$ cat src/mesr_pkg.sv
// package for the motion event status register bank
// assumes an 8-bit register address and 8-bit data from the serial interface
package mesr_pkg;
    // register offsets
    localparam logic [7:0] MESR_KNOCK_SOURCE_OFS   = 8'h38;
    localparam logic [7:0] MESR_ORIENT_SOURCE_OFS  = 8'h39;
    localparam logic [7:0] MESR_STRIDE_CONFIG_OFS  = 8'h3a;
    localparam logic [7:0] MESR_STRIDE_CNT_LO_OFS  = 8'h3b;
    localparam logic [7:0] MESR_STRIDE_CNT_HI_OFS  = 8'h3c;
    localparam logic [7:0] MESR_FUNC_GATE_OFS      = 8'h3d;
    localparam logic [7:0] MESR_FUNC_SOURCE_OFS    = 8'h3e;
    // stride_config fields and reset constants
    localparam int         MESR_CLEAR_BIT          = 7;
    localparam int         MESR_FOUR_G_BIT         = 6;
    localparam logic [5:0] MESR_MIN_THS_RST        = 6'h10;
    localparam logic [7:0] MESR_STRIDE_CONFIG_RST  = 8'h10;
    localparam logic [15:0] MESR_COUNT_RST         = 16'h0000;
    localparam logic [7:0] MESR_ZERO_BYTE          = 8'h00;
endpackage : mesr_pkg

$ cat src/mesr_regs.sv
// motion event status register bank: status seen by host software
// assumes engine status inputs are synchronous to sys_clk
//
// Notes on behaviour
// - knock source at 38h, bit7 zero
// - any-knock flag follows either knock kind
// - single and double knock separate flags
// - knock polarity: 0 positive, 1 negative
// - one knock flag per axis
// - orientation source at 39h, bit7 zero
// - position-change flag on orientation change
// - six directional over-threshold flags
// - count-clear bit resets stride count
// - four-g stride mode enable, default off
// - six-bit minimum threshold, default 10h
// - 16-bit stride count, low 3Bh high 3Ch
// - function gate status layout at 3Dh
// - lean flag on tilt event
// - significant-motion flag on event
// - significant-motion init pending bit
// - stride init pending bit
// - stride-detected flag
// - function clock gate state readable
// - function source at 3Eh, upper bits zero
// - lean init pending bit
// - magnitude-module new data flag
`timescale 1ns/1ns
`default_nettype none
module mesr_regs
    import mesr_pkg::*;
(
    input  wire logic        sys_clk,
    input  wire logic        rstn,
    // register access from the serial interface
    input  wire logic        reg_wr,
    input  wire logic        reg_rd,
    input  wire logic [7:0]  reg_addr,
    input  wire logic [7:0]  reg_wdata,
    output logic      [7:0]  reg_rdata,
    // knock engine
    input  wire logic        single_knock,
    input  wire logic        double_knock,
    input  wire logic        knock_negative,
    input  wire logic        x_knock,
    input  wire logic        y_knock,
    input  wire logic        z_knock,
    // orientation engine
    input  wire logic        position_change,
    input  wire logic [5:0]  direction_over,
    // stride engine
    input  wire logic        stride_step,
    input  wire logic        stride_detected,
    input  wire logic        stride_init,
    input  wire logic        sigmot_detected,
    input  wire logic        sigmot_init,
    input  wire logic        lean_detected,
    input  wire logic        lean_init,
    input  wire logic [1:0]  scale_select,
    input  wire logic        func_clock_on,
    input  wire logic        module_new_data,
    input  wire logic        hub_done,
    // configuration towards the engines
    output logic             stride_four_g_mode,
    output logic      [5:0]  stride_min_threshold
);

    logic [7:0]  stride_config_r;
    logic [15:0] stride_count_r;
    logic [15:0] stride_count_nxt;
    logic [7:0]  knock_source_r;
    logic [7:0]  orientation_source_r;
    logic [7:0]  function_gate_status_r;
    logic [7:0]  function_source_r;
    logic [7:0]  rdata_nxt;

    // decode; only stride_config accepts writes
    wire cfg_wr = reg_wr && (reg_addr == MESR_STRIDE_CONFIG_OFS);
    wire stride_count_clear = cfg_wr && reg_wdata[MESR_CLEAR_BIT];

    // clear wins over a step in the same cycle: host asked for zero
    assign stride_count_nxt = stride_count_clear ? MESR_COUNT_RST :
        (stride_step ? 16'(stride_count_r + 16'h0001) : stride_count_r);

    wire any_knock_flag = single_knock | double_knock;

    // engine status snapshots into the source registers
    wire [7:0] knock_nxt = {1'b0, any_knock_flag, single_knock,
        double_knock, knock_negative, x_knock, y_knock, z_knock};
    wire [7:0] orient_nxt = {1'b0, position_change, direction_over};
    wire [7:0] gate_nxt = {lean_detected, scale_select, sigmot_detected,
        sigmot_init, stride_init, stride_detected, func_clock_on};
    wire [7:0] fsrc_nxt = {5'b0_0000, lean_init, module_new_data,
        hub_done};

    // read mux; unmapped addresses return zero
    always_comb begin
        case (reg_addr)
            MESR_KNOCK_SOURCE_OFS:  rdata_nxt = knock_source_r;
            MESR_ORIENT_SOURCE_OFS: rdata_nxt = orientation_source_r;
            MESR_STRIDE_CONFIG_OFS: rdata_nxt = stride_config_r;
            MESR_STRIDE_CNT_LO_OFS: rdata_nxt = stride_count_r[7:0];
            MESR_STRIDE_CNT_HI_OFS: rdata_nxt = stride_count_r[15:8];
            MESR_FUNC_GATE_OFS:     rdata_nxt = function_gate_status_r;
            MESR_FUNC_SOURCE_OFS:   rdata_nxt = function_source_r;
            default:                rdata_nxt = MESR_ZERO_BYTE;
        endcase
    end

    // status registers follow the engines every cycle
    always_ff @(posedge sys_clk or negedge rstn) begin
        if (!rstn) begin
            knock_source_r         <= MESR_ZERO_BYTE;
            orientation_source_r   <= MESR_ZERO_BYTE;
            function_gate_status_r <= MESR_ZERO_BYTE;
            function_source_r      <= MESR_ZERO_BYTE;
        end else begin
            knock_source_r         <= knock_nxt;
            orientation_source_r   <= orient_nxt;
            function_gate_status_r <= gate_nxt;
            function_source_r      <= fsrc_nxt;
        end
    end

    // configuration and count; clear bit is a strobe, never stored
    always_ff @(posedge sys_clk or negedge rstn) begin
        if (!rstn) begin
            stride_config_r <= MESR_STRIDE_CONFIG_RST;
            stride_count_r  <= MESR_COUNT_RST;
        end else begin
            if (cfg_wr) begin
                stride_config_r <= {1'b0, reg_wdata[6:0]};
            end
            stride_count_r <= stride_count_nxt;
        end
    end

    // registered outputs
    always_ff @(posedge sys_clk or negedge rstn) begin
        if (!rstn) begin
            reg_rdata            <= MESR_ZERO_BYTE;
            stride_four_g_mode   <= 1'b0;
            stride_min_threshold <= MESR_MIN_THS_RST;
        end else begin
            if (reg_rd) begin
                reg_rdata <= rdata_nxt;
            end
            stride_four_g_mode   <= stride_config_r[MESR_FOUR_G_BIT];
            stride_min_threshold <= stride_config_r[5:0];
        end
    end

endmodule : mesr_regs
`default_nettype wire

$ cat config.mk
export PLATFORM = sky130hd
export DESIGN_NAME = mesr_regs
export DESIGN_NICKNAME = d
export VERILOG_FILES = /design/src/mesr_pkg.sv /design/src/mesr_regs.sv
export SDC_FILE = /design/constraint.sdc
export NUM_CORES = 1
export LEC_CHECK = 0
export ABC_CLOCK_PERIOD_IN_PS = 2250
export BUFFER_PORTS_ARGS = -buffer_cell sky130_fd_sc_hd__buf_4
export CORE_MARGIN = 3
export CORE_UTILIZATION = 57
export CTS_CLUSTER_SIZE = 25
export DETAILED_ROUTE_END_ITERATION = 8
export GPL_TIMING_DRIVEN = 0
export PLACE_DENSITY = 0.94
export SYNTH_ARGS = -nofsm -noshare
export SYNTH_HDL_FRONTEND = slang
export SYNTH_SLANG_ARGS = --single-unit
$ cat constraint.sdc
create_clock -name sys_clk -period 2.25 [get_ports sys_clk]
set_input_delay 0.225 -clock sys_clk [delete_from_list [all_inputs] [get_ports sys_clk]]
set_output_delay 0.225 -clock sys_clk [all_outputs]
set_load 0.02 [all_outputs]
==> summary.txt <==
Clock tree
  • Clk buf depth: 2
  • Maximum level of the CTS H-tree: 3
  • Total CTS buffers: 9
  • Clk pin slew, worst setup/hold paths: 0.07 ns
  • Root buf cell: clkbuf_8
  • CTS tree: done
  • Setup bufs post-CTS: 0
  • Num Clock Sinks: 63
  • Skew-Pair Late Insertion Delay: 0.34 ns

Global route
  • Antenna violations before repair: 0
  • Grt ovf: 0
  • First-pass GRT wire length: 11.8 mm
  • Vias in the first global route: 2218
  • Pin count of the biggest net entering global routing: 64
  • Tot GR Track Use: 30.7%

Finish
  • Final-layout fill cell count: 185
  • Reg area: 0.00158 mm^2
  • Ant diodes: 0
  • Area occupied by multi-input gates: 958 um^2
  • Area delta synth->final: 37.6%
  • Nets: 346
  • Layout cells sized above 1: 31.8%
  • Commonest cells after routing, fill and taps aside: 61 x buf_4, 61 x dfrtp_1, 25 x dlygate4sd3_1

STA
  • RSZ-0062 raised after global routing: false
  • Worst Skew: 0.00805 ns
  • Post-route clock period utilization: 66.7%
  • Slew margin rel.: 48.8%
  • Setup TNS Final: 0 ns
  • Tmin final: 1.50 ns
  • Hold Fails Final Rpt: 0
  • Slew Viols, Final: 0
  • Final setup viols: 0
  • F_max: 667 MHz
  • Worst Slack Setup Final: 0.750 ns
  • Worst-Margin Slew: 0.768 ns

Critical path
  • Crit-path max FO: 10
  • Critical Path RT: 2.47 ns
  • Crit path kind: primary input to register
  • Worst Setup Start Kind: primary input
  • Worst Setup EP: stride_count_r[11]
  • R2R Setup Slk: 0.77 ns
  • Crit. End Element: register
  • Crit path launch: reg_addr[6]
  • Worst Path Arrival: 1.72 ns
  • FF-to-FF path depth: 5
  • Critical R2R Launch: stride_count_r[0]
  • Reg2reg end: stride_count_r[8]

Drt
  • Via count: 2209
  • DRT iter0 DRCs: 302
  • Routed WL per cell: 21.1 um
  • Vias per std cell: 6.22
  • Drt drc: 0
  • Routed wire length: 7.48 mm
  • Routed Antenna Nets: 0
  • Router iterations before antenna repair: 5

Status
  • Status: complete, no violations

Die
  • Core ar.: 0.00420 mm^2
  • Initial Util: 62.1%
  • # IOs: 60
  • Die Ht: 73.6 um
  • Die X: 73.6 um
  • Die area: 0.00542 mm^2
  • Std-Cell Rows: 23

Synth
  • Seq cells post-synth: 63
  • Syn_area_per_cell: 12.7 um^2
  • Most area-hungry cell type in the Yosys netlist: dfrtp_1
  • Syn nets: 251
  • Synth Instances: 205
  • Netlist cell types: 38
  • Mapped Area: 0.00261 mm^2
  • Yosys top cell area share: 58.5%
  • Register area share after synthesis: 60.6%
  • Top cells by area, synth: dfrtp_1 59%, mux2i_1 5.0%, xor2_1 4.0%
  • Ys Warns: 0

Placement
  • Post-DP HPWL: 4.23 mm
  • Routability Congestion: 0.866
  • Port Buf Inserts: 59
  • Post-Place Setup Slack: 0.490 ns

Power
  • P_leak: 0.00175 uW
  • Total power: 2880 uW
  • Peak supply drop: 0.638 mV
  • Power density cells: 803 mW/mm^2

Hold path
  • Worst hold-check path type: primary input to register
  • Worst Hold Depth: 2

Run
  • Number of max-cap violations: 0
## cell type report
| class | instances | area share (%) |
|---|---|---|
| sequential | 63 | 44.0 |
| multi-input combinational | 129 | 26.7 |
| timing repair buffer | 84 | 19.3 |
| clock buffer | 13 | 4.43 |
| clock inverter | 3 | 1.81 |
| tap | 50 | 1.74 |
| buffer | 8 | 1.43 |
| inverter | 5 | 0.523 |
## worst min-delay path by stage
| stage | from | end | slack (ns) |
|---|---|---|---|
| floorplan | rstn | function_gate_status_r[0] | -0.07 |
| global placement | direction_over[4] | orientation_source_r[4] | 0.33 |
| detailed placement | rstn | stride_min_threshold[0] | 0.34 |
| CTS | reg_wdata[0] | stride_config_r[0] | 0.10 |
| global route | reg_wdata[0] | stride_config_r[0] | 0.11 |
| finish | reg_wdata[0] | stride_config_r[0] | 0.11 |
## routing by layer
layer	global-route usage, %	up-vias	wire length [um]
met3	9.03	39	791
met2	49.8	185	3680
met1	37.9	1062	2690
met5	0	-	0
met4	13.9	0	314
li1	-	923	-
## Yosys cell counts
cell / instances
a211o_1: 2
a211oi_1: 3
a21oi_1: 8
a221oi_1: 1
a31o_2: 1
and2_1: 1
and2b_1: 1
and3_1: 4
and4_1: 3
and4bb_2: 1
buf_2: 4
buf_4: 2
buf_6: 1
clkbuf_2: 1
dfrtp_1: 61
dfstp_2: 2
ha_1: 1
inv_1: 5
mux2_2: 7
mux2i_1: 13
mux4_2: 3
nand2_1: 6
nand2b_1: 4
nand3_1: 5
nand3_4: 1
nand4_1: 9
nor2_1: 21
nor2b_1: 1
nor3_1: 2
nor3b_1: 2
o21ai_0: 3
o221ai_1: 1
o2bb2ai_1: 7
o32a_1: 2
or2_2: 1
or3_1: 2
xnor2_1: 1
xor2_1: 12
## critical path, stage by stage
cell	delay [ns]
buf_4	0.10
and4bb_2	0.33
nand4_1	0.10
nor2_1	0.51
buf_2	0.35
nor2_1	0.10
## where the power goes
part	internal (uW)	switching [uW]
logic	208	219
registers	1230	106
clock network	684	433
total	2120	758
## through the flow
stage	instance area [um^2]	std cells	utilization (%)	hold slack, ns
final	3590	355	85.4	0.108
after global routing	3590	355	85.4	0.107
after CTS	3590	355	85.4	0.105
after detailed placement	3110	314	74.1	0.335
after global placement	3110	314	74.1	0.334
after floorplan	2610	205	-	-0.0706
## cell families (layout without fill, tap and decap cells)
kind of cell / after synthesis / after routing / synth area share, %
AO/OA/AOI/OAI: 28 / 28 / 7.77
XOR/XNOR: 13 / 13 / 4.37
adder cells (fa/ha/maj): 1 / 1 / 0.480
buffers and inverters: 13 / 113 / 2.69
flip-flops: 63 / 63 / 60.6
multiplexers: 23 / 23 / 10.6
AND/OR/NAND/NOR: 64 / 64 / 13.5
## registers in the layout, indices dropped and copies added (netlist names)
signal / count
stride_count_r: 16
function_source_r: 3
stride_four_g_mode: 1
knock_source_r: 7
function_gate_status_r: 8
stride_config_r: 7
stride_min_threshold: 6
orientation_source_r: 7
reg_rdata: 8
## repair_timing
item | in CTS | in global routing
hold endpoints to repair | 85 | 0
hold buffers | 25 | 0
gates resized for setup | 0 | 0
(Power assumes the default switching activity.)
